==> src/acx_cfg.svh <==
/*
  constants for the add-with-carry / and-literal execution unit.
  assumes inclusion by acx_core.sv only; acx_pkg.sv does not include it.
*/
`ifndef ACX_CFG_SVH
`define ACX_CFG_SVH
`define ACX_OP_ADDC 6'h08
`define ACX_OP_ANDL 8'h0B
`define ACX_TWO_WORD_PFX 4'hF
`define ACX_FAST_SPLIT 8'h5F
`define ACX_FAST_HIGH_PAGE 4'hF
`define ACX_FAST_LOW_PAGE 4'h0
`define ACX_FLAG_C 0
`define ACX_FLAG_DC 1
`define ACX_FLAG_Z 2
`define ACX_FLAG_OV 3
`define ACX_FLAG_N 4
`define ACX_FLAGS_RST 5'h00
`define ACX_ACCUM_RST 8'h00
`define ACX_BANK_RST 4'h0
`define ACX_OP_HI 15
`define ACX_OP_ADDC_LO 10
`define ACX_OP_ANDL_LO 8
`define ACX_PFX_LO 12
`define ACX_DEST_BIT 9
`define ACX_BANK_BIT 8
`define ACX_FILE_HI 7
`define ACX_INSTR_RST 16'h0000
`define ACX_DATA_RST 8'h00
`define ACX_ADDR_RST 12'h000
`define ACX_PIN_RST 1'b0
`endif

==> src/acx_pkg.sv <==
/*
  types for the execution unit.
  assumes acx_cfg.svh is on the include path.
*/
package acx_pkg;
  typedef enum logic [1:0]
  {
    ACX_Q1_DECODE = 2'b00,
    ACX_Q2_READ = 2'b01,
    ACX_Q3_PROCESS = 2'b10,
    ACX_Q4_WRITE = 2'b11
  } acx_phase_e;
endpackage : acx_pkg

==> src/acx_core.sv <==
/*
  execution unit: add-with-carry-to-file and and-literal-into-accumulator,
  with port read-modify-write, timer prescaler clear, idle-cycle handling.
  assumes program memory presents instruction_i steady for a whole cycle
  and data memory returns read data combinationally for file_addr_o.
*/
// Operation
// RQ1: port register read as its own source uses live pin levels, not latch.
// RQ2: writing back to first timer count clears its prescaler when assigned.
// RQ3: PC change or true test takes two cycles; second is idle.
// RQ4: lone second word of two-word instruction executes as idle.
// RQ5: add-with-carry sums accum, carry, file; updates N OV C DC Z.
// RQ6: destination bit 0 writes accumulator, 1 writes file register.
// RQ7: bank bit 0 selects fast page; 1 uses bank select register.
// RQ8: bank 0 with extended set and address <= 95 uses indexed offset.
// RQ9: and-literal ands accum with literal; updates only N and Z.
// RQ10: each instruction steps decode, read, process, write phases.
`timescale 1ns/1ps
`include "acx_cfg.svh"
module acx_core #(
  parameter int DATA_W = 8,
  parameter int ADDR_W = 12
) (
  // clock and reset
  input wire logic clock_i,
  input wire logic reset_i,
  // program memory side
  input wire logic [15:0] instruction_i,
  input wire logic redirect_i,
  // configuration
  input wire logic extended_set_i,
  input wire logic prescaler_on_timer_i,
  input wire logic [3:0] bank_select_reg_i,
  input wire logic [ADDR_W-1:0] index_base_i,
  input wire logic [ADDR_W-1:0] first_timer_count_addr_i,
  input wire logic [ADDR_W-1:0] port_addr_lo_i,
  input wire logic [ADDR_W-1:0] port_addr_hi_i,
  // data memory and pins
  input wire logic [DATA_W-1:0] file_rdata_i,
  input wire logic [DATA_W-1:0] pin_level_i,
  output logic [ADDR_W-1:0] file_addr_o,
  output logic [DATA_W-1:0] file_wdata_o,
  output logic file_we_o,
  output logic file_re_o,
  // status
  output logic [DATA_W-1:0] accum_o,
  output logic [4:0] flags_o,
  output logic prescaler_clear_o,
  output logic idle_cycle_o,
  output logic [1:0] phase_o
);
  // opcode fields and page concatenations are laid out for these widths only
  if (DATA_W != 8 || ADDR_W != 12)
  begin : g_bad_width
    $error("acx_core supports only 8-bit data and 12-bit addresses");
  end

  // ==========================================================
  // phase sequencer
  acx_pkg::acx_phase_e phase_q;
  logic skip_q;
  logic [15:0] instr_q;
  logic [DATA_W-1:0] operand_q;
  logic [DATA_W-1:0] result_q;
  logic [4:0] flags_q;
  logic [DATA_W-1:0] accum_q;

  always_ff @(posedge clock_i)
  begin
    if (reset_i)
      phase_q <= acx_pkg::ACX_Q1_DECODE;
    else
    begin
      unique case (phase_q) // RQ10
        acx_pkg::ACX_Q1_DECODE: phase_q <= acx_pkg::ACX_Q2_READ;
        acx_pkg::ACX_Q2_READ: phase_q <= acx_pkg::ACX_Q3_PROCESS;
        acx_pkg::ACX_Q3_PROCESS: phase_q <= acx_pkg::ACX_Q4_WRITE;
        acx_pkg::ACX_Q4_WRITE: phase_q <= acx_pkg::ACX_Q1_DECODE;
      endcase
    end
  end

  // ==========================================================
  // decode
  logic is_addc;
  logic is_andl;
  logic is_second_word;
  logic dest_file;
  logic bank_bit;
  logic [7:0] faddr;
  logic idle;

  assign is_addc = instr_q[`ACX_OP_HI:`ACX_OP_ADDC_LO] == `ACX_OP_ADDC;
  assign is_andl = instr_q[`ACX_OP_HI:`ACX_OP_ANDL_LO] == `ACX_OP_ANDL;
  assign is_second_word = instr_q[`ACX_OP_HI:`ACX_PFX_LO] == `ACX_TWO_WORD_PFX; // RQ4
  assign dest_file = instr_q[`ACX_DEST_BIT]; // RQ6
  assign bank_bit = instr_q[`ACX_BANK_BIT];
  assign faddr = instr_q[`ACX_FILE_HI:0];
  // flushed slot and lone second word both run as idle cycles
  assign idle = skip_q || is_second_word || !(is_addc || is_andl); // RQ3 RQ4

  always_ff @(posedge clock_i)
  begin
    if (reset_i)
      instr_q <= `ACX_INSTR_RST;
    else if (phase_q == acx_pkg::ACX_Q1_DECODE)
      instr_q <= instruction_i;
  end

  // a redirect flushes the next fetched word so it executes as idle
  always_ff @(posedge clock_i)
  begin
    if (reset_i)
      skip_q <= 1'b0;
    else if (phase_q == acx_pkg::ACX_Q4_WRITE)
      skip_q <= redirect_i; // RQ3
  end

  // ==========================================================
  // file address formation
  logic [ADDR_W-1:0] eff_addr;

  always_comb
  begin
    if (bank_bit)
      eff_addr = {bank_select_reg_i, faddr}; // RQ7
    else if (extended_set_i && faddr <= `ACX_FAST_SPLIT)
      eff_addr = ADDR_W'(index_base_i + {4'h0, faddr}); // RQ8
    else if (faddr <= `ACX_FAST_SPLIT)
      eff_addr = {`ACX_FAST_LOW_PAGE, faddr}; // RQ7
    else
      eff_addr = {`ACX_FAST_HIGH_PAGE, faddr}; // RQ7
  end

  // ==========================================================
  // pin level synchroniser
  // pins are asynchronous: three stages per bit, and a level is taken
  // only once stages two and three agree, so a bit caught mid-change
  // never reaches the adder
  logic [DATA_W-1:0] pin_live;

  for (genvar b = 0; b < DATA_W; b++)
  begin : g_pin_sync
    logic s1_q;
    logic s2_q;
    logic s3_q;
    logic live_q;

    always_ff @(posedge clock_i)
    begin
      if (reset_i)
      begin
        s1_q <= `ACX_PIN_RST;
        s2_q <= `ACX_PIN_RST;
        s3_q <= `ACX_PIN_RST;
        live_q <= `ACX_PIN_RST;
      end
      else
      begin
        s1_q <= pin_level_i[b];
        s2_q <= s1_q;
        s3_q <= s2_q;
        if (s2_q == s3_q)
          live_q <= s3_q; // RQ1
      end
    end

    assign pin_live[b] = live_q;
  end

  logic is_port;
  assign is_port = eff_addr >= port_addr_lo_i && eff_addr <= port_addr_hi_i;

  always_ff @(posedge clock_i)
  begin
    if (reset_i)
      operand_q <= `ACX_DATA_RST;
    else if (phase_q == acx_pkg::ACX_Q2_READ)
      operand_q <= is_addc ? (is_port ? pin_live : file_rdata_i) // RQ1
                           : faddr;
  end

  // ==========================================================
  // arithmetic
  logic [8:0] sum;
  logic [4:0] low_sum;
  logic [DATA_W-1:0] res;
  logic [4:0] nflags;

  always_comb
  begin
    sum = {1'b0, accum_q} + {1'b0, operand_q} + {8'h00, flags_q[`ACX_FLAG_C]}; // RQ5
    low_sum = {1'b0, accum_q[3:0]} + {1'b0, operand_q[3:0]}
            + {4'h0, flags_q[`ACX_FLAG_C]};
    nflags = flags_q;
    if (is_addc)
    begin
      res = sum[7:0];
      nflags[`ACX_FLAG_C] = sum[8]; // RQ5
      nflags[`ACX_FLAG_DC] = low_sum[4];
      nflags[`ACX_FLAG_OV] = (accum_q[7] == operand_q[7]) && (res[7] != accum_q[7]);
    end
    else
      res = accum_q & operand_q; // RQ9
    nflags[`ACX_FLAG_Z] = res == 8'h00;
    nflags[`ACX_FLAG_N] = res[7];
  end

  always_ff @(posedge clock_i)
  begin
    if (reset_i)
      result_q <= `ACX_DATA_RST;
    else if (phase_q == acx_pkg::ACX_Q3_PROCESS)
      result_q <= res;
  end

  // ==========================================================
  // write back
  logic do_write;
  assign do_write = phase_q == acx_pkg::ACX_Q4_WRITE && !idle;

  always_ff @(posedge clock_i)
  begin
    if (reset_i)
      accum_q <= `ACX_ACCUM_RST;
    else if (do_write && (is_andl || !dest_file))
      accum_q <= result_q; // RQ6 RQ9
  end

  always_ff @(posedge clock_i)
  begin
    if (reset_i)
      flags_q <= `ACX_FLAGS_RST;
    else if (phase_q == acx_pkg::ACX_Q3_PROCESS && !idle)
      flags_q <= nflags; // RQ5 RQ9
  end

  // file port outputs
  logic [ADDR_W-1:0] addr_q;
  logic [DATA_W-1:0] wdata_q;
  logic we_q;
  logic re_q;
  logic psc_q;

  always_ff @(posedge clock_i)
  begin
    if (reset_i)
    begin
      addr_q <= `ACX_ADDR_RST;
      wdata_q <= `ACX_DATA_RST;
      we_q <= 1'b0;
      re_q <= 1'b0;
      psc_q <= 1'b0;
    end
    else
    begin
      addr_q <= eff_addr;
      wdata_q <= res;
      re_q <= phase_q == acx_pkg::ACX_Q1_DECODE;
      we_q <= phase_q == acx_pkg::ACX_Q3_PROCESS && !idle && is_addc && dest_file; // RQ6
      psc_q <= phase_q == acx_pkg::ACX_Q3_PROCESS && !idle && is_addc && dest_file
               && eff_addr == first_timer_count_addr_i && prescaler_on_timer_i; // RQ2
    end
  end

  assign file_addr_o = is_addc ? eff_addr : addr_q;
  assign file_wdata_o = wdata_q;
  assign file_we_o = we_q && is_addc;
  assign file_re_o = re_q && is_addc && !idle;
  assign accum_o = accum_q;
  assign flags_o = flags_q;
  assign prescaler_clear_o = psc_q;
  assign idle_cycle_o = idle;
  assign phase_o = phase_q;
endmodule : acx_core

==> config.mk <==
export PLATFORM = sky130hd
export DESIGN_NAME = acx_core
export DESIGN_NICKNAME = d
export VERILOG_FILES = /design/src/acx_pkg.sv /design/src/acx_core.sv
export VERILOG_INCLUDE_DIRS = /design/src
export SDC_FILE = /design/constraint.sdc
export NUM_CORES = 1
export LEC_CHECK = 0
export ABC_AREA = 1
export ABC_CLOCK_PERIOD_IN_PS = 8100
export BUFFER_PORTS_ARGS = -buffer_cell sky130_fd_sc_hd__buf_2
export CORE_MARGIN = 2
export CORE_UTILIZATION = 50
export CTS_BUF_LIST = sky130_fd_sc_hd__clkbuf_8
export CTS_CLUSTER_SIZE = 25
export DETAILED_ROUTE_END_ITERATION = 12
export PLACE_DENSITY = 0.86
export SETUP_SLACK_MARGIN = 0.3
export SLEW_MARGIN = 20
export SYNTH_ARGS = -nofsm -noshare
export SYNTH_HDL_FRONTEND = slang
export SYNTH_SLANG_ARGS = --single-unit
export TNS_END_PERCENT = 30
==> constraint.sdc <==
create_clock -name clock_i -period 8.1 [get_ports clock_i]
set_clock_uncertainty 0.05 [all_clocks]
set_input_delay 1.215 -clock clock_i [delete_from_list [all_inputs] [get_ports clock_i]]
set_output_delay 1.215 -clock clock_i [all_outputs]
set_load 0.03 [all_outputs]
* Word-level counts from Yosys, hierarchy flattened
Index checks and enable logic that the tools add are counted.
** Storage, ports and cells
- Memories :: 0
- Bits in latches :: 0
- Output and inout bits :: 39
- RAM bits :: 0
- Logic and storage cells :: 102
- Bits in read-only memories :: 0
- Input bits :: 89
- Register bits after elaboration :: 103
** Operators by class
- Multiply operators :: 0
- Equality and inequality tests :: 17
- Magnitude comparators :: 3
- Reductions and logical operators :: 23
- Bitwise logic cells :: 1
- Shift-type cells :: 0
- Mux-type cells :: 8
- Add/subtract/negate cells :: 5
- Divide/modulo/power cells :: 0
** Operators by type and width (count)
- 12-bit two-way mux :: 4
- 8-bit two-way mux :: 3
- 1-bit logical AND :: 13
- 12-bit by 8-bit adder with 12-bit output :: 1
- 12-bit == test :: 1
- 12-bit >= comparator :: 1
- 12-bit <= comparator :: 1
- 8-bit by 8-bit adder with 9-bit output :: 1
- 9-bit by 1-bit adder with 9-bit output :: 1
- 1-bit == test :: 9
- 8-bit AND :: 1
- 8-bit by 4-bit == test with 1-bit output (second input constant) :: 1
- 8-bit by 7-bit <= comparator with 1-bit output (second input constant) :: 1
- 8-bit zero test :: 1
- 2-bit one-hot mux with 4 select lines :: 1
- 6-bit by 4-bit == test with 1-bit output (second input constant) :: 1
- 4-bit by 4-bit adder with 5-bit output :: 1
- 5-bit by 1-bit adder with 5-bit output :: 1
- 2-bit == test (second input constant) :: 2
- 4-bit == test (second input constant) :: 1
- 1-bit logical OR :: 4
- 1-bit zero test :: 3
- 2-bit by 1-bit == test with 1-bit output (second input constant) :: 1
- 2-bit zero test :: 1
- 2 further kinds :: 2

* Logic depth before layout (Yosys ltp)
Gate-level depths: netlist of the first run.
- Word-level depth :: 10
- Mapped depth :: 23
- Depth with buffers taken out :: 23

* Worst setup path before layout of the first run
Ideal clock, no wire load.
- Path type :: input -> output
- Start :: input index_base_i[0]
- End :: output file_addr_o[10]
- Arrival time :: 3.184 ns
- Data required time :: 6.835 ns
- Buffers on the path :: 0
- Stages on the path :: 12
- Path slack :: 3.651 ns
- Cells stage by stage :: ha_1 inv_1 fa_1 inv_1 nand3_1 nand2_1 nand2_1 nand2_1 nand3b_1 nand3_1 nand2_1 o21ai_0
** Between the ends
- Cells in the longest elaborated chain, start to end :: 4
** RTL lines
- start, declared :: RTL line acx_core.sv:34 : input wire logic [ADDR_W-1:0] index_base_i,
- 12-bit by 8-bit adder with 12-bit output :: RTL line acx_core.sv:128 : eff_addr = ADDR_W'(index_base_i + {4'h0, faddr});
- 12-bit two-way mux :: RTL line acx_core.sv:127 : else if (extended_set_i && faddr <= `ACX_FAST_SPLIT)
- 12-bit two-way mux :: RTL line acx_core.sv:125 : if (bank_bit)
- 12-bit two-way mux :: RTL line acx_core.sv:266 : assign file_addr_o = is_addc ? eff_addr : addr_q;
- end, declared :: RTL line acx_core.sv:41 : output logic [ADDR_W-1:0] file_addr_o,
Every way passes these cells.

* Worst setup path in the final report of the first run
Ends and elaborated chain as after synthesis.

==> results.md, run 1 <==
- In this run, the combinational gates consume 44.1% of the power.
- The slowest cell on the critical path is sky130_fd_sc_hd__fa_1.
- The count of final setup violators is 0.
- The die is 110.8 um wide.
- During I/O placement, the number of pins put on the boundary was about 130.
- The analysis attributes to cell leakage a power of 3.478 nW.
- Based on the critical path, the design can be clocked at up to approximately 220 MHz.
- The footprint of the flip-flops and latches is approximately 2100 um^2.
- The signal on the critical path passes through buf_2, ha_1, inv_1, fa_1, inv_1, nand3_1, nand2_1, nand2_1, nand2_1, nand3b_1, nand3_1, nand2_1, o21ai_0, buf_2.
- After layout, the worst path uses ~55% of the clock period.
- The full die area is roughly 12,000 um^2.
- The worst setup path is launched from a primary input.
- The number of design rule violations left after detail routing is 0.
- The root buffer cell chosen for the clock tree is sky130_fd_sc_hd__clkbuf_8.
- The final antenna diode count is 0.
- The hold path startpoint is g_pin_sync[2].s1_q.
- The overall power is approximately 1.6 mW.
- For this run, the total global-route usage over all layers was measured as a little under a quarter.
- The part of the power in the clock network is between 10% and 20%.
- For this design, the sink count on the clock tree is roughly 100.
- The critical path data required time is between 6 and 7 ns.
- The area growth from synthesis to layout is 15.48%.
- The wire length per cell is 13.35 um.
- TritonCTS built the clock tree.
- The routed via count is 5,427.
- The power per cell area is ~250 nW/um^2.
- The insertion delay to the later sink of the worst-skew pair is 0.37 ns.
- For this block, the initial DRC count from the detailed router was ~480.
- The count of nets left with antenna violations once routing finished came out at 0.
- The final-layout setup total negative slack is 0 ns.
- After clock tree synthesis, the flow added hold-fix buffers numbering 0.
- The number of buffers added by the clock tree synthesis step is 9.
- The share of layout cells above drive strength 1 is 17.27%.
- The via density per instance is 5.063.
- The total overflow left after global routing is 0.
- Clock-pin slew was measured on the worst setup and hold paths at about 0.090 ns.
- The number of gates resized after CTS was 0.
- The unique cell type count in the Yosys netlist is 39.
- The terminating pin of the worst hold path is g_pin_sync[2].s2_q.
- The global-route wire length before repair is about 23,000 um.
- The synthesized design devotes to its leading area cell type a little over a third of total area.
- The via count of the first global-routing pass is a little under 5,000.
- The largest net degree at the start of global routing is 67.
- The wire length after detailed routing is approximately 14,000 um.
- The sequential cell fraction of total power is 38.4%.
- The die outline height is 110.8 um.
- The post-detailed-placement half-perimeter wirelength is 11,130 um.
- The H-tree depth is 3.
- On the worst path, the slowest cell contributes a delay of around 0.42 ns.
- Data arrives at the worst endpoint at 3.20 ns.
- The worst-case hold slack is between 0.3 and 0.4 ns.
- At the end of routability-driven placement, the weighted congestion stood at just over 0.9.
- The synthesized cell area is ~5700 um^2.
- The kind of end point of the critical path is an output pin.
- For this run, the post-layout net count is 1,063.
- The detailed-routing iteration count for the pre-antenna-repair pass is 5.
- The synthesized design spends more area on one cell type than any other, namely sky130_fd_sc_hd__dfxtp_1.
- The number of setup buffers added after CTS is 0.
- The max capacitance violation total is 0.
- The number of hold violations in the final report is 0.
- Once placement finished, the instance area stood at approximately 6400 um^2.
- The type of the worst setup path is primary input to output pin.
- Grouping stages by cell kind, the critical path spends the most delay in simple AND/OR/NAND/NOR gates.
- The worst min-delay path class is flip-flop to flip-flop.
- The number of nets in the synthesized netlist is 947.
- The reported net switching power is just over 0.7 mW.
- IR analysis of the VDD net gives a maximum drop of 0.1119 mV.
- Counting cells, the worst reg-to-reg path comes to 23.
- The synthesis-stage register bit count is ~100.
- The initial antenna violation count is 0.
- The cell depth of the worst setup path is 14.
- The critical path contains buffers and inverters numbering 4 combined.
- The number of buffers on the longest clock path is 2.
- The run finished with clean final reports.
- The initialized floorplan defines 38 standard-cell rows.
- The worst register-to-register path ends at operand_q[4].
- The worst flop-to-flop path startpoint is instr_q[0].
- Along the worst hold path, the cell count comes to 2.
- Once the floorplan was initialized, standard cells occupied between 50 and 60% of the core.
- The core region is between 10,000 and 15,000 um^2.
- The slew at the pin closest to its max-slew limit is approximately 0.99 ns.
- The post-route minimum period is between 4 and 5 ns.
- By instance count, the cell type seen most on the critical path is sky130_fd_sc_hd__nand2_1.
- After layout, the worst setup slack is 3.633 ns.
- With fillers left out, the area of the finished cells amounts to 6581 um^2.
- The number of slew-limit violations in the final report is 0.
- Net switching is 43.34% of the power.
- After technology mapping, the gate count stands at 811.
- Prior to clock tree synthesis, the placed netlist has a worst setup slack of between 3 and 4 ns.
- The largest fanout on the critical path is 4.
- After synthesis, the mean cell area works out to around 7.0 um^2.
- Setup repair after global routing left no endpoint under its margin.
- The multi-input combinational cells in the finished layout cover a total of about 3000 um^2.
- For this run, the number of Yosys warnings is 0.
- Cell internal power was estimated by the tool at 0.9298 mW.
- In this run the register-to-register setup slack is 4.16 ns.
- The register area share after synthesis is between 30 and 40%.
- The layout has around 1,000 filler cells.
- Port buffering added approximately 130 buffers.
- Headroom to the max-slew limit came out at between 30% and 40%.
- By area the synthesized netlist is led by sky130_fd_sc_hd__dfxtp_1, sky130_fd_sc_hd__nand2_1, sky130_fd_sc_hd__ha_1.
[cell type report]
| class | instances | share of cell area (%) |
|---|---|---|
| clock inverter | 7 | 0.7224 |
| sequential | 103 | 31.33 |
| timing repair buffer | 128 | 9.772 |
| inverter | 145 | 8.289 |
| multi-input combinational | 540 | 45.34 |
| clock buffer | 9 | 1.882 |
| tap | 140 | 2.662 |
[metal layers]
| layer | GRT usage (%) | wire length, um | vias up | share of wire (%) |
|---|---|---|---|---|
| met5 | 0 | 0 | - | 0 |
| met4 | 7.417 | 248 | 0 | 1.7 |
| met3 | 4.429 | 1087 | 22 | 7.6 |
| met2 | 37.46 | 6303 | 211 | 44 |
| met1 | 31.12 | 6670 | 2377 | 47 |
| li1 | - | - | 2817 | - |
[worst register-to-register path: cells and delay by family, from the launching register on]
kind                     cells  cell delay [ns]
AO/OA/AOI/OAI                2             0.16
adder cells (fa/ha/maj)      3             0.98
buffers and inverters        3             0.26
flip-flops                   1             0.50
AND/OR/NAND/NOR             15             1.87
[state kept, by name (all words and copies together), names as in the netlist]
| signal | cells |
|---|---|
| instr_q | 16 |
| addr_q | 12 |
| accum_o | 8 |
| file_wdata_o | 8 |
| g_pin_sync.live_q | 8 |
| g_pin_sync.s1_q | 8 |
| g_pin_sync.s2_q | 8 |
| g_pin_sync.s3_q | 8 |
| operand_q | 8 |
| result_q | 8 |
| flags_o | 5 |
| phase_o | 2 |
| prescaler_clear_o | 1 |
| re_q | 1 |
| skip_q | 1 |
| we_q | 1 |
[power by group through the flow]
stage	Combinational (mW)	Sequential [mW]	Clock [mW]
2_1_floorplan	0.523	0.637	0
3_3_place_gp	0.697	0.639	0
3_5_place_dp	0.712	0.641	0
4_1_cts	0.716	0.629	0.296
5_1_grt	0.813	0.639	0.315
6_report	0.723	0.630	0.288
[stage by stage]
stage                     utilization (%)  instances
after floorplan                         -        811
after global placement              58.36       1056
after detailed placement            58.36       1056
after CTS                           59.92       1072
after global routing                59.92       1072
final                               59.92       1072
[placed cells by master (no fill, tap or decap), drive strengths merged, types with 3 or more instances in the layout]
cell	n
ha	44
o21ai	60
a211oi	12
nand2	151
nand3b	7
inv	146
fa	3
a31oi	3
clkbuf	9
or2	4
nor3	5
mux2i	5
xor2	6
buf	128
dfxtp	103
nor2	112
nand3	50
xnor2	3
clkinv	5
a21oi	53
nand4	8
o211ai	10
[worst max-delay path by stage]
stage,start,endpoint,slack (ns)
6_report,index_base_i[0],file_addr_o[10],3.63
5_1_grt,index_base_i[0],file_addr_o[8],3.42
4_1_cts,index_base_i[0],file_addr_o[10],3.67
3_5_place_dp,index_base_i[0],operand_q[4],3.50
3_3_place_gp,index_base_i[0],operand_q[2],3.65
2_1_floorplan,index_base_i[0],file_addr_o[10],3.65
[cells by family after synthesis]
kind of cell / after synthesis / synth area share, %
AND/OR/NAND/NOR: 337 / 25.55
buffers and inverters: 168 / 11.46
AO/OA/AOI/OAI: 142 / 13.83
flip-flops: 103 / 36.18
adder cells (fa/ha/maj): 47 / 10.71
XOR/XNOR: 9 / 1.383
multiplexers: 5 / 0.8782
[cells in the mapped netlist, drive strengths merged]
| library cell | instances |
|---|---|
| dfxtp | 103 |
| xor2 | 6 |
| a21oi | 53 |
| nand4 | 8 |
| nand3b | 7 |
| a21boi | 2 |
| a31oi | 3 |
| mux2i | 5 |
| ha | 44 |
| inv | 143 |
| nand2 | 151 |
| nor2 | 112 |
| clkinv | 2 |
| or2 | 4 |
| o21bai | 1 |
| a211oi | 12 |
| o21a | 1 |
| xnor2 | 3 |
| nand3 | 50 |
| clkbuf | 16 |
| nor3 | 5 |
| o21ai | 60 |
| fa | 3 |
| o211ai | 10 |
| buf | 7 |
No activity file was read; power rests on OpenSTA's default activity.
==> run 2, diff against run 1 <==
- ABC_CLOCK_PERIOD_IN_PS: 8100 -> 3800
- PLACE_DENSITY: 0.86 -> 0.89
- clock period: 8.1 -> 3.8 ns (I/O delays scaled with it)
==> run 2 against run 1 <==
Critical path depth rose by 9. Sequential share of layout area fell by 1.3 points. Largest cell class unchanged. Die area did not move. Count of clock-buffer cells in the layout rose by 3. Clock power rose by 140%. Global-route usage rose by 0.99 points. Critical endpoint is now operand_q[5]. Worst hold slack got worse by 0.016 ns. Routed wire length rose by 5.9%. Combinational power rose by 140%. Via count rose by 3.2%. Sequential power rose by 110%. Design area rose by 4.7%.
==> results.md, run 2 (same netlist as run 1, synthesis figures left out) <==
- The run finished with clean final reports.
- The stage delay of the slowest cell on the critical path was 0.42 ns (about the same).
- The global-route wire length before repair was 24,260 um (+4.5%).
- The all-layer global routing usage was 24.10% (+0.99 points).
- The floorplan core area is 10,980 um^2 (unchanged).
- The largest net degree at the start of global routing is 66 (-1.5%).
- The number of slew-limit violations in the final report is 0 (unchanged).
- The worst register-to-register path ends at operand_q[5].
- The slew at the pin closest to its max-slew limit is 1.007 ns (+0.01642 ns).
- The most common cell after layout, fill and taps aside is sky130_fd_sc_hd__nand2_1.
- The uppermost signal routing layer after detailed routing is met4.
- The die width is 110.8 um (unchanged).
- The library cells used most frequently in the layout, excluding fill and tap cells, are sky130_fd_sc_hd__nand2_1, sky130_fd_sc_hd__inv_1, sky130_fd_sc_hd__buf_2.
- The wire length after detailed routing came to 15,160 um (+5.9%).
- The maximum VDD drop is 0.2608 mV (+130%).
- The placed cell count is 1,063 (+0.66%).
- The setup slack after placement is 0.0008431 ns (-3.495 ns).
- In the final layout, the registers with the most flip-flops are instr_q: 16 flops, addr_q: 12 flops.
- The worst-case register-to-register setup slack is 0.47 ns (-3.69 ns).
- The effective utilization at floorplan came to 51.89% (unchanged).
- The detailed-routing iteration count for the pre-antenna-repair pass is 6 (+1).
- The critical path data required time was 4.05 ns (-2.79 ns).
- The worst setup path is captured at a flip-flop.
- The number of buffers on the longest clock path is 2 (unchanged).
- The weighted congestion at the end of routability-driven global placement is 0.9688 (+4.9%).
- The die outline height came to 110.8 um (unchanged).
- The area overhead of the layout relative to synthesis is 20.94%.
- The total leakage power was 3.548 nW (+2.0%).
- The fraction of the cycle the final worst path needs is between 80 and 90%.
- The routed metal-1 wirelength is 6723 um (+0.79%).
- The number of hold violations in the final report is 0 (unchanged).
- Broken down by cell family, the worst path's largest delay share belongs to simple AND/OR/NAND/NOR gates.
- The floorplan row count is 38 (unchanged).
- Setup repair after global routing left no endpoint under its margin.
- The initial antenna violation count is 0 (unchanged).
- The slowest cell on the critical path is sky130_fd_sc_hd__fa_2.
- The largest fanout on the critical path came to 8 (+4).
- The post-detailed-placement half-perimeter wirelength is 11,300 um (+1.5%).
- The met3 wirelength from detailed routing was 1119 um (+2.9%).
- The power per cell area is 546.1 nW/um^2 (+120%).
- The hold-critical path depth is 3 (+1).
- The number of clock sinks is 103 (unchanged).
- The end point of the critical path is operand_q[5].
- The TritonCTS clock tree is yes.
- The wire length per cell is 13.99 um (+4.8%).
- The count of input and output buffers is 127 (unchanged).
- The final antenna diode count is 0 (unchanged).
- The setup path with the least slack is of type flip-flop to flip-flop.
- The overflow left after global routing is 0 (unchanged).
- The maximum achievable frequency is between 200 and 300 MHz.
- The via count of the first global-routing pass is 5,137 (+5.4%).
- The routed length on met2 is 6981 um (+11%).
- The number of buffers added by the clock tree synthesis step is 9 (unchanged).
- The layout net count is 1,074 (+1.0%).
- The number of design-rule violations left by the first detailed-router iteration is 537 (+12%).
- The share of layout cells above drive strength 1 is 21.85% (+4.6 points).
- Counting flops per register, the top entry is instr_q.
- The startpoint kind of the worst setup timing path is a flip-flop.
- The data arrival time of the critical path is 3.59 ns (+0.39 ns).
- The post-detailed-route count of antenna-violating nets was 0 (unchanged).
- The full die area is 12,270 um^2 (unchanged).
- The minimum setup slack in the final design is 0.4655 ns (-3.168 ns).
- The cell depth of the worst setup path is 23 (+9).
- The H-tree depth was 3 (unchanged).
- The clock-pin slew on the worst setup and hold paths is 0.11 ns (+0.02 ns).
- The final-layout setup total negative slack came to 0 ns (unchanged).
- The routed via count is 5,603 (+3.2%).
- The number of buffer and inverter instances along the worst setup path came to 4 (unchanged).
- The post-route minimum period is between 3 and 4 ns.
- The relative max-transition margin is 32.42% (-1.4 points).
- The insertion delay to the later sink of the worst-skew pair is 0.38 ns (about the same).
- The number of cells on the worst reg-to-reg path is 23 (unchanged).
- The via density per instance is 5.174 (+2.2%).
- The max capacitance violation total is 0 (unchanged).
- The root buffer cell chosen for the clock tree is sky130_fd_sc_hd__clkbuf_8.
- The worst setup path startpoint is instr_q[0].
- The number of flip-flops under the largest register name is 16 (unchanged).
- The number of design rule violations left after detail routing was 0 (unchanged).
- The number of top-level design ports was 128 (unchanged).
- Traced cell by cell, the critical path runs through ha_4, inv_1, fa_2, inv_2, nand3_2, nand2_2, nand2_2, nand2_2, nand2_1, nand2_1, nand3_2, nand2_2, inv_2, ha_4, nand4_1, nor3_2, nand2_1, o211ai_1, nand2_1, buf_6, nand3_1, nand3_1, a21oi_1.
- The worst min-delay path class is primary input to flip-flop.
- The worst flop-to-flop path startpoint is instr_q[0].
- The count of final setup violators is 0 (unchanged).
- The final cell count without fillers is 1,083 (+1.0%).
## run 2: changes by cell type in the layout (fill, tap and decap cells not counted), moves of 3 or more
cell	previous run	this run
sky130_fd_sc_hd__nand2_2	2	6
sky130_fd_sc_hd__nand3_2	2	6
sky130_fd_sc_hd__ha_1	44	34
sky130_fd_sc_hd__a21oi_2	0	3
sky130_fd_sc_hd__buf_4	1	10
sky130_fd_sc_hd__dfxtp_2	0	5
sky130_fd_sc_hd__nand2_1	147	142
sky130_fd_sc_hd__clkbuf_8	9	12
sky130_fd_sc_hd__nand3_1	48	44
sky130_fd_sc_hd__a21oi_1	53	50
sky130_fd_sc_hd__ha_4	0	10
sky130_fd_sc_hd__dfxtp_1	103	97
## run 2: how the worst min path moves through the flow
stage                  startpoint                  to
2_1_floorplan  g_pin_sync[0].s1_q  g_pin_sync[0].s2_q
3_3_place_gp   g_pin_sync[5].s1_q  g_pin_sync[5].s2_q
3_5_place_dp   g_pin_sync[4].s1_q  g_pin_sync[4].s2_q
4_1_cts            pin_level_i[1]  g_pin_sync[1].s1_q
5_1_grt            pin_level_i[1]  g_pin_sync[1].s1_q
6_report           pin_level_i[1]  g_pin_sync[1].s1_q
## run 2: metrics by stage
| step | hold slack [ns] | utilization (%) | cell area (um^2) | total power [mW] |
|---|---|---|---|---|
| after global placement | 0.3393 | 58.84 | 6462 | 2.893 |
| after detailed placement | 0.3432 | 58.84 | 6462 | 2.933 |
| after global routing | 0.3371 | 62.76 | 6893 | 4.037 |
| after floorplan | 0.3383 | - | 5699 | 2.473 |
| final | 0.3396 | 62.76 | 6893 | 3.764 |
| after CTS | 0.3273 | 60.73 | 6670 | 3.621 |
## run 2: routing by layer
layer	vias up	GRT usage [%]
met5	-	0
met4	0	7.917
met3	32	4.811
met2	227	40.16
met1	2512	31.34
li1	2832	-
## run 2: layout make-up
class,count,area (um^2)
clock inverters,4,28.78
fillers,963,4090
flip-flops and latches,103,2072
repair buffers,139,733.2
well taps,140,175.2
multi-input cells,540,3173
clock buffers,12,165.2
inverters,145,545.5
## run 2: worst min-delay path, stage by stage
cell and delay (ns):
sky130_fd_sc_hd__buf_2 0.09, sky130_fd_sc_hd__inv_1 0.04, sky130_fd_sc_hd__nor2_1 0.03
## run 2: repair_timing
action                                  in CTS  in global routing
hold buffers                                 0                  0
buffers inserted                             0                  4
gates resized for setup                      5                 37
endpoints found under the setup margin       9                 11
pin swaps                                    1                 10
gates cloned                                 0                  0
## run 2: where the power goes
part | total (mW) | switching, mW | internal (mW) | leakage (nW)
clock network | 0.681 | 0.387 | 0.294 | 0.100
logic | 1.73 | 1.11 | 0.625 | 2.60
registers | 1.35 | 0.112 | 1.24 | 0.847
total | 3.76 | 1.61 | 2.16 | 3.55
